$ cat src/pkg/iow_pkg.sv
// Constants for the first I/O wake-up configuration register block.
// Assumes a 16-bit serial frame port with the device as slave, mode 0.
package iow_pkg;
  localparam int          FRAME_BITS    = 16;
  localparam logic        FLAG_WRITE    = 1'h1;
  localparam logic [5:0]  REG_ADDR      = 6'h04;
  localparam int          POS_WRITE     = 15;
  localparam int          POS_ADDR_HI   = 14;
  localparam int          POS_ADDR_LO   = 9;
  localparam int          POS_PARITY    = 8;
  localparam int          POS_SEL_PIN0  = 6;
  localparam int          POS_SEL_PIN1  = 4;
  localparam int          POS_SEL_PIN2  = 2;
  localparam int          POS_INH_PIN1  = 1;
  localparam int          POS_INH_PIN0  = 0;
  localparam int          POS_FLAG_IO   = 3;
  localparam logic [7:0]  RESET_VALUE   = 8'h00;
  localparam logic [7:0]  READ_DATA     = 8'h00;
  localparam logic [3:0]  BIT_COUNT_MAX = 4'hF;
  localparam logic [1:0]  SEL_NONE      = 2'h0;
  localparam logic [1:0]  SEL_RISE      = 2'h1;
  localparam logic [1:0]  SEL_FALL      = 2'h2;
  localparam logic [1:0]  SEL_ANY       = 2'h3;
endpackage : iow_pkg

$ cat src/core/iow_edge_sel.sv
// Edge-selective wake detector for one configurable I/O pin.
// Assumes the pin level is already synchronised to CLOCK.
`timescale 1ns/1ps
`default_nettype none
module iow_edge_sel
  import iow_pkg::*;
(
  // Clock and reset
  input  wire logic       clk,
  input  wire logic       rst,
  // Pin and selection
  input  wire logic       level,
  input  wire logic [1:0] sel,
  // Event out
  output logic            event_pulse
);
  logic last_level;

  always_ff @(posedge clk or posedge rst) begin
    if (rst) begin
      last_level <= 1'b0;
    end else begin
      last_level <= level;
    end
  end

  always_comb begin
    unique case (sel)
      SEL_NONE: event_pulse = 1'b0;
      SEL_RISE: event_pulse = level & ~last_level;
      SEL_FALL: event_pulse = ~level & last_level;
      SEL_ANY:  event_pulse = level ^ last_level;
    endcase
  end
endmodule : iow_edge_sel
`default_nettype wire

$ cat src/core/iow_config_reg.sv
// Serial-frame register holding wake edge selection for I/O pins 0 to 2 and
// interrupt inhibit for pins 0 and 1, with wake and interrupt event outputs.
// Assumes a serial master driving SCLK, CSB, MOSI; all pins synchronised here.
`timescale 1ns/1ps
`default_nettype none
module iow_config_reg
  import iow_pkg::*;
(
  // Clock and power-on reset
  input  wire logic       CLOCK,
  input  wire logic       RESET,
  // Serial port pins
  input  wire logic       SCLK,
  input  wire logic       CS_N,
  input  wire logic       MOSI,
  output logic            MISO,
  output logic            MISO_OE,
  // Global flag sources other than the I/O flag
  input  wire logic [7:0] GLOBAL_FLAGS,
  // Configurable I/O pin levels, pins 0 to 2
  input  wire logic [2:0] IO_PIN,
  // Outputs to wake-up and interrupt logic
  output logic [2:0]      WAKE_EVENT,
  output logic [2:0]      INT_REQUEST,
  output logic            IO_FLAG,
  output logic [7:0]      CONFIG_VALUE,
  output logic            WRITE_REJECTED
);
  logic [2:0]  sclk_sync;
  logic [1:0]  cs_sync;
  logic [1:0]  mosi_sync;
  logic [2:0]  pin_meta;
  logic [2:0]  pin_sync;
  logic [7:0]  flags_meta;
  logic [7:0]  flags_sync;
  logic        sclk_rise;
  logic        sclk_fall;
  logic        frame_active;
  logic        cs_last;
  logic        frame_end;
  logic [15:0] rx_shift;
  logic [15:0] tx_shift;
  logic [4:0]  bit_count;
  logic [7:0]  config_reg;
  logic [2:0]  edge_event;
  logic [2:0]  int_allowed;
  logic        next_io_flag;
  logic [15:0] next_reply;
  logic        frame_ok;
  logic        addr_match;
  logic        parity_ok;

  // Two flops on every pin; sclk gets a third stage for edge detection
  always_ff @(posedge CLOCK or posedge RESET) begin
    if (RESET) begin
      sclk_sync  <= 3'h0;
      cs_sync    <= 2'h3;
      mosi_sync  <= 2'h0;
      pin_meta   <= 3'h0;
      pin_sync   <= 3'h0;
      flags_meta <= 8'h00;
      flags_sync <= 8'h00;
    end else begin
      sclk_sync  <= {sclk_sync[1:0], SCLK};
      cs_sync    <= {cs_sync[0], CS_N};
      mosi_sync  <= {mosi_sync[0], MOSI};
      pin_meta   <= IO_PIN;
      pin_sync   <= pin_meta;
      flags_meta <= GLOBAL_FLAGS;
      flags_sync <= flags_meta;
    end
  end

  assign sclk_rise    = sclk_sync[1] & ~sclk_sync[2];
  assign sclk_fall    = ~sclk_sync[1] & sclk_sync[2];
  assign frame_active = ~cs_sync[1];
  assign frame_end    = cs_sync[1] & ~cs_last;

  // Per-pin edge detectors
  genvar g;
  generate
    for (g = 0; g < 3; g++) begin : g_pin
      logic [1:0] sel;
      assign sel = config_reg[POS_SEL_PIN0 - 2*g +: 2];
      iow_edge_sel u_edge (
        .clk         (CLOCK),
        .rst         (RESET),
        .level       (pin_sync[g]),
        .sel         (sel),
        .event_pulse (edge_event[g])
      );
    end
  endgenerate

  // Pin 2 inhibit lives in another register; never inhibited here
  assign int_allowed = {1'b1,
                        ~config_reg[POS_INH_PIN1],
                        ~config_reg[POS_INH_PIN0]};

  // Reply frame: global flags with local I/O flag merged, then register
  always_comb begin
    next_io_flag = flags_sync[POS_FLAG_IO] | IO_FLAG;
    next_reply   = {flags_sync[7:4], next_io_flag, flags_sync[2:0], config_reg};
  end

  // Frame decode
  assign addr_match = rx_shift[POS_ADDR_HI:POS_ADDR_LO] == REG_ADDR;
  assign parity_ok  = ^rx_shift;
  assign frame_ok   = (bit_count == 5'h10) && addr_match;

  always_ff @(posedge CLOCK or posedge RESET) begin
    if (RESET) begin
      cs_last   <= 1'b1;
      bit_count <= 5'h00;
      rx_shift  <= 16'h0000;
    end else begin
      cs_last <= cs_sync[1];
      if (!frame_active) begin
        bit_count <= 5'h00;
      end else if (sclk_rise) begin
        rx_shift <= {rx_shift[14:0], mosi_sync[1]};
        if (bit_count != 5'h1F) begin
          bit_count <= bit_count + 5'h01;
        end
      end
    end
  end

  // Shift out on falling edges; MSB presented as soon as the frame opens
  always_ff @(posedge CLOCK or posedge RESET) begin
    if (RESET) begin
      tx_shift <= 16'h0000;
      MISO     <= 1'b0;
      MISO_OE  <= 1'b0;
    end else begin
      MISO_OE <= frame_active;
      if (!frame_active) begin
        tx_shift <= next_reply;
        MISO     <= next_reply[FRAME_BITS-1];
      end else if (sclk_fall) begin
        tx_shift <= {tx_shift[14:0], 1'b0};
        MISO     <= tx_shift[14];
      end
    end
  end

  // Register: cleared only by the power-on reset input
  always_ff @(posedge CLOCK or posedge RESET) begin
    if (RESET) begin
      config_reg     <= RESET_VALUE;
      WRITE_REJECTED <= 1'b0;
    end else begin
      WRITE_REJECTED <= 1'b0;
      if (frame_end && frame_ok && rx_shift[POS_WRITE] == FLAG_WRITE) begin
        if (parity_ok) begin
          config_reg <= rx_shift[7:0];
        end else begin
          WRITE_REJECTED <= 1'b1;
        end
      end
    end
  end

  // Event outputs; inhibited pins still pulse WAKE_EVENT but neither INT_REQUEST nor the I/O flag
  always_ff @(posedge CLOCK or posedge RESET) begin
    if (RESET) begin
      WAKE_EVENT   <= 3'h0;
      INT_REQUEST  <= 3'h0;
      IO_FLAG      <= 1'b0;
      CONFIG_VALUE <= RESET_VALUE;
    end else begin
      WAKE_EVENT   <= edge_event;
      INT_REQUEST  <= edge_event & int_allowed;
      CONFIG_VALUE <= config_reg;
      // Set wins over the read-clear at frame end
      if (|(edge_event & int_allowed)) begin
        IO_FLAG <= 1'b1;
      end else if (frame_end && frame_ok) begin
        IO_FLAG <= 1'b0;
      end
    end
  end
endmodule : iow_config_reg
`default_nettype wire

$ cat config.mk
export PLATFORM = sky130hd
export DESIGN_NAME = iow_config_reg
export DESIGN_NICKNAME = d
export VERILOG_FILES = /design/src/pkg/iow_pkg.sv /design/src/core/iow_edge_sel.sv /design/src/core/iow_config_reg.sv
export SDC_FILE = /design/constraint.sdc
export NUM_CORES = 1
export LEC_CHECK = 0
export BUFFER_PORTS_ARGS = -buffer_cell sky130_fd_sc_hd__buf_2
export CAP_MARGIN = 10
export CORE_ASPECT_RATIO = 0.7
export CORE_MARGIN = 4
export CORE_UTILIZATION = 62
export DETAILED_ROUTE_END_ITERATION = 6
export GPL_TIMING_DRIVEN = 0
export PLACE_DENSITY = 0.85
export RECOVER_POWER = 50
export SLEW_MARGIN = 20
export SYNTH_ARGS = -nofsm -noshare
export SYNTH_HDL_FRONTEND = slang
export SYNTH_SLANG_ARGS = --single-unit
$ cat constraint.sdc
create_clock -name CLOCK -period 5.82 [get_ports CLOCK]
set_clock_uncertainty 0.1 [all_clocks]
set_input_delay 0.582 -clock CLOCK [delete_from_list [all_inputs] [get_ports CLOCK]]
set_output_delay 0.582 -clock CLOCK [all_outputs]
set_load 0.01 [all_outputs]
==> reports/metrics.cfg, run 1 <==
[layout]
largest_reg_flops=16
reg_top3=rx_shift x16, tx_shift x15
fin_nets=321
area_growth_pct=13.53
drive_gt1_share_pct=26.25
regMostFlops=rx_shift
antenna_cells=0
fin_cells=373
fill_cells=360

[placed_design]
portBuffers=33
hpwl_mm=4.102
dpl_worst_slack_ns=3.561
globalplace.congestion=0.7431
dp_cells=357

[status]
violations=max-capacitance violations, max-slew violations
status=finished with violations

[worst_setup_path]
crit_family=simple AND/OR/NAND/NOR gates
crit_chain=buf_2 -> inv_1 -> nor4_1 -> and4_1 -> buf_6 -> mux2_4
slowest_stage=dfstp_1
cp.required_ns=5.96
cp.arrival_ns=2.46
critPathMaxStageDelay_ns=0.54
criticalPathCategory=reg2reg
path_buf_inv=3
cp-start-kind=flop
crit_path_end_kind=flop
cp_max_fo=9

[timing]
slew_viol_final=34
max_slew.worst_pin.slew_ns=1.520
final.min_clock_period_ns=2.320
hold_viol=0
setup-tns-final_ns=0
timing.final.crit_share_pct=39.86
setup_slack_ns=3.500
max_freq_ghz=0.4311
rsz0062_at_grt=false
slew_headroom_pct=-1.857
setup_viol=0

[clock_network]
clk_pin_slew_ns=0.09
hold_buffers=0
cts.repair.resized=0
root_buffer=clkbuf_8
insertion_delay_ns=0.36
clockBufferDepth=2
cts_sinks=94
htree_levels=3
cts_buffers=9
cts_setup_buffers=0
cts_tree=yes

[routing]
vias=2015
wire_per_inst_microns=16.47
drcViolationCount=0
antenna_left=0
viasPerCell=5.402
first_iter_violations=107
first_pass_iters=4
wl_mm=6.144

[synth]
synth_top_area_share_pct=64.47
synth_seq_cells=94
ys_seq_area_share_pct=66.70
syn_area_per_cell_sq_um=14.07
synth_area_leader_cell=dfrtp_1
ys_types=29
synth-async-reset-ratio_pct=100.0
syn_nets=276
ys.warnings.count=0
ys.flop_type=dfrtp_1
syn_inst=251
synth_area_leaders=dfrtp_1 (64%), mux2i_1 (5.4%), mux2_2 (5.1%), xnor2_1 (3.7%), mux2_4 (3.4%)
syn-cell-area_sq_mm=0.003532
synth_edf_count=0

[floorplan]
placementRows=22
dieArea_sq_mm=0.006988
io_pins=34
chipHeight_microns=71.15
coreArea_sq_mm=0.005368
start_util_pct=65.80
die_w_microns=98.22

[global_route]
overflow=0
antenna_found_initial=0
grt_max_degree=62
grt_pass1_wl_mm=10.34
grt_pass1_vias=2103
track_usage_pct=19.38

[run]
cap_violations=1

[power_and_ir_drop]
p_leak_nw=1.950
powerDensity_mw_per_mm2=337.4
peakVddDrop_v=0.0002127

[min_path]
hold_path.class=in2reg

-- cell families after synthesis --
group	Yosys count	share of synthesized area, %
AOI/OAI and AO/OA	21	3.224
buffers and inverters	21	2.621
adders and majority gates	9	3.188
and+or+nand+nor	45	5.916
DFF	94	66.70
muxes	43	13.89
xor gates and xnor gates	18	4.464
-- worst paths after layout --
path | slack, ns | from | depth (start not counted) | endpoint
max in group asynchronous | 4.29 | RESET | 3 | pin_sync[1]$_DFF_PP0_
min in group asynchronous | 0.47 | RESET | 2 | rx_shift[15]$_DFFE_PP0P_
worst max-delay path | 3.50 | cs_sync[1]$_DFF_PP1_ | 6 | config_reg[7]$_DFFE_PP0P_
worst min-delay path | 0.22 | CS_N | 1 | cs_sync[0]$_DFF_PP1_
worst min register to register | 0.24 | flags_meta[0]$_DFF_PP0_ | 0 | flags_sync[0]$_DFF_PP0_
worst max register to register | 3.50 | cs_sync[1]$_DFF_PP1_ | 6 | config_reg[7]$_DFFE_PP0P_
-- layout by cell type (no fill, tap or decap), types with 2 or more instances in the layout --
cell,synthesis,layout
xor2_1,3,3
nor2b_1,3,3
inv_1,12,11
nor2_1,9,9
dfstp_2,3,2
mux2_2,16,16
ha_1,9,9
xnor2_1,15,15
clkbuf_1,5,8
clkbuf_8,0,9
dfrtp_1,91,91
nand2_1,24,24
mux2i_1,19,19
inv_6,0,2
buf_2,2,33
o21ai_0,18,18
mux2_4,8,8
-- where the power goes --
part / switching, W / leakage [nW] / internal, W
combinational: 0.0000845 / 0.651 / 0.000103
sequential: 0.0000419 / 1.20 / 0.000698
clock: 0.000223 / 0.0973 / 0.000202
-- through the flow --
step                      hold WS, ns  util [%]  instance area (sq um)  total power, W
after CTS                      0.1466     74.78                   4014        0.001364
final                          0.2213     74.71                   4010        0.001353
after global placement         0.2323     70.56                   3787       0.0009315
after floorplan                0.2312         -                   3532       0.0008991
after global routing           0.1986     74.71                   4010        0.001421
after detailed placement       0.2364     71.12                   3817       0.0009425
-- worst reg2reg max path, stage by stage, from the launching register on --
cell and delay (ns):
dfstp_1 0.54, buf_2 0.19, inv_1 0.14, nor4_1 0.48
and4_1 0.29, buf_6 0.16, mux2_4 0.31
-- layer usage --
layer | share of wire (%) | global-route usage, % | routed length (microns)
met1 | 43 | 24.82 | 2651
met5 | 0 | 0 | 0
met3 | 6.9 | 8.276 | 421
met2 | 48 | 30.39 | 2926
met4 | 2.3 | 6.212 | 144
-- Yosys cell counts (2+ instances only) --
master     n
o21ai_0   18
nand2_1   24
nor2b_1    3
xnor2_1   15
mux2i_1   19
mux2_2    16
inv_1     12
dfrtp_1   91
nor2_1     9
buf_2      2
xor2_1     3
dfstp_2    3
mux2_4     8
ha_1       9
clkbuf_1   5
-- cell type report --
cell class                      instances  area (sq um)  area share [%]
Sequential cell                        94          2356           58.75
Tap cell                               72         90.09           2.246
Clock buffer                           10         127.6           3.183
Inverter                               12         46.29           1.154
Clock inverter                          6         68.82           1.716
Multi-Input combinational cell        136          1084           27.02
Buffer                                  9         47.55           1.186
Timing Repair Buffer                   34         190.2           4.743
Note: power is estimated with default switching activity, not from simulation.
==> run 2: changes to the inputs <==
CORE_UTILIZATION = 58   (was 62)
PLACE_DENSITY = 0.8   (was 0.85)
clock period = 2.3 ns   (was 5.82 ns; I/O delays follow)
==> run 2 against run 1 <==
Effect of this change: the run now ends clean; global-route usage decreased by 0.73 points; power up 150%; largest power group unchanged; register-to-register slack worse by 3.4 ns; wire length fell by 0.88%; largest cell class unchanged; sequential power grew to 2.5 times the previous value.
==> reports/metrics.cfg, run 2 (synthesis results as in run 1) <==
[global_route]
grt_max_degree=36  ; -42%
antenna_found_initial=0  ; unchanged
overflow=0  ; unchanged
grt_pass1_wl_mm=10.23  ; -1.0%
grt_pass1_vias=2121  ; +0.86%
track_usage_pct=18.65  ; -0.73 points

[worst_setup_path]
cp.required_ns=2.44  ; -3.52 ns
criticalPathCategory=reg2reg
crit_chain=buf_2 -> inv_1 -> nor4_4 -> and4_1 -> buf_6 -> mux2_4
r2r_setup_slack_ns=0.11  ; -3.39 ns
critPathMaxStageDelay_ns=0.54  ; about the same
cp.arrival_ns=2.32  ; -0.14 ns
slowest_stage=dfstp_2
cp_max_fo=9  ; unchanged
crit_path_end_kind=flop
path_buf_inv=3  ; unchanged
cp-start-kind=flop
crit_family=simple AND/OR/NAND/NOR gates

[layout]
final_common_cell=dfrtp_1
reg_top3=rx_shift x16, tx_shift x15
antenna_cells=0  ; unchanged
largest_reg_flops=16  ; unchanged
post-route-util_pct=71.29  ; -3.4 points
drive_gt1_share_pct=22.15  ; -4.1 points
regMostFlops=rx_shift
area_growth_pct=17.32
design_area_sq_mm=0.004144  ; +3.3%
final_cell_mix=dfrtp_1 (91), nand2_1 (24), buf_2 (22)
fin_nets=337  ; +5.0%

[placed_design]
place_area_sq_mm=0.003835  ; +0.46%
dpl_worst_slack_ns=0.02656  ; -3.534 ns
globalplace.congestion=0.7838  ; +5.5%
hpwl_mm=4.156  ; +1.3%
portBuffers=33  ; unchanged

[routing]
viasPerCell=5.130  ; -5.0%
first_pass_iters=4  ; unchanged
first_iter_violations=82  ; -23%
antenna_left=0  ; unchanged
wl_mm=6.090  ; -0.88%
vias=2006  ; -0.45%
drcViolationCount=0  ; unchanged
wire_per_inst_microns=15.58  ; -5.4%

[floorplan]
placementRows=23  ; +4.5%
start_util_pct=60.76  ; -5.0 points
chipHeight_microns=73.29  ; +3.0%
die_w_microns=101.3  ; +3.1%
io_pins=34  ; unchanged
coreArea_sq_mm=0.005813  ; +8.3%
dieArea_sq_mm=0.007422  ; +6.2%

[run]
cap_violations=0  ; -1

[clock_network]
cts_sinks=94  ; unchanged
htree_levels=3  ; unchanged
root_buffer=clkbuf_8
clk_pin_slew_ns=0.08  ; about the same
insertion_delay_ns=0.35  ; about the same
cts_tree=yes
cts_setup_buffers=0  ; unchanged
cts_buffers=9  ; unchanged
clockBufferDepth=2  ; unchanged

[timing]
hold_viol=0  ; unchanged
max_slew.worst_pin.slew_ns=1.181  ; -0.3386 ns
setup_slack_ns=0.1135  ; -3.387 ns
max_freq_ghz=0.4573  ; +6.1%
final.min_clock_period_ns=2.187  ; -0.1333 ns
setup_viol=0  ; unchanged
rsz0062_at_grt=false
setup-tns-final_ns=0  ; unchanged
slew_headroom_pct=20.84  ; +23 points
slew_viol_final=0  ; -100%
timing.final.crit_share_pct=95.07  ; +55 points

[power_and_ir_drop]
p_leak_nw=1.956  ; +0.29%
power_frac_clock_pct=28.0  ; -3.4 points
peakVddDrop_v=0.0005468  ; +160%
swShare_pct=26.47  ; +0.61 points
p_sw_w=0.0008776  ; +150%
combPwrFrac_pct=15.2  ; +1.3 points
powerDensity_mw_per_mm2=800.1  ; +140%
finalPower_w=0.003316  ; +150%
p_int_w=0.002438  ; +140%
seqPwrFrac_pct=56.8  ; +2.1 points

[status]
status=completed

[min_path]
hold_path.class=reg2reg

==> run 2: changes by cell type in the layout (fill, tap and decap cells not counted), moves of 2 or more <==
cell	before	now
clkbuf_1	8	19
buf_12	0	2
buf_2	33	22
dlygate4sd3_1	0	15
==> run 2: repair_timing <==
action / in CTS / in global routing
gates resized for setup: 0 / 2
endpoints found under the hold margin: 38 / 0
endpoints found under the setup margin: 0 / 9
hold buffers: 15 / 0
==> run 2: per-layer routing <==
layer  part of all wire [%]  track usage (%)  up-vias
met1                     45            23.60      992
met2                     50            30.00       46
met4                    1.3            7.080        0
met3                    4.6            6.452       12
li1                       -                -      956
met5                      0                0        -
==> run 2: final timing paths <==
| kind | startpoint | end | cells past startpoint |
|---|---|---|---|
| max in group asynchronous | RESET | cs_sync[0]$_DFF_PP1_ | 4 |
| worst max register to register | cs_sync[1]$_DFF_PP1_ | config_reg[2]$_DFFE_PP0P_ | 6 |
| worst min register to register | mosi_sync[0]$_DFF_PP0_ | mosi_sync[1]$_DFF_PP0_ | 0 |
| worst min-delay path | mosi_sync[0]$_DFF_PP0_ | mosi_sync[1]$_DFF_PP0_ | 0 |
| worst max-delay path | cs_sync[1]$_DFF_PP1_ | config_reg[2]$_DFFE_PP0P_ | 6 |
| min in group asynchronous | RESET | tx_shift[14]$_DFFE_PP0P_ | 3 |
==> run 2: power groups by stage <==
stage          combinational, W  clock, W  sequential [W]
2_1_floorplan          0.000403         0         0.00187
3_3_place_gp           0.000459         0         0.00190
3_5_place_dp           0.000487         0         0.00191
4_1_cts                0.000509  0.000967         0.00188
5_1_grt                0.000566   0.00104         0.00190
6_report               0.000504  0.000929         0.00188
==> run 2: cell type report <==
| type | instances | area [sq um] |
|---|---|---|
| buffer | 9 | 47.55 |
| clock buffer | 10 | 127.6 |
| clock inverter | 5 | 35.03 |
| fill | 384 | 1669 |
| inverter | 12 | 46.29 |
| multi-input combinational | 136 | 1099 |
| sequential | 94 | 2356 |
| tap | 75 | 93.84 |
| timing repair buffer | 50 | 339.1 |
==> run 2: per-stage QoR <==
step	hold slack, ns	std cells
after CTS	0.2554	391
after global routing	0.2572	391
final	0.2531	391
after detailed placement	0.2243	361
after floorplan	0.1345	251
after global placement	0.2326	359
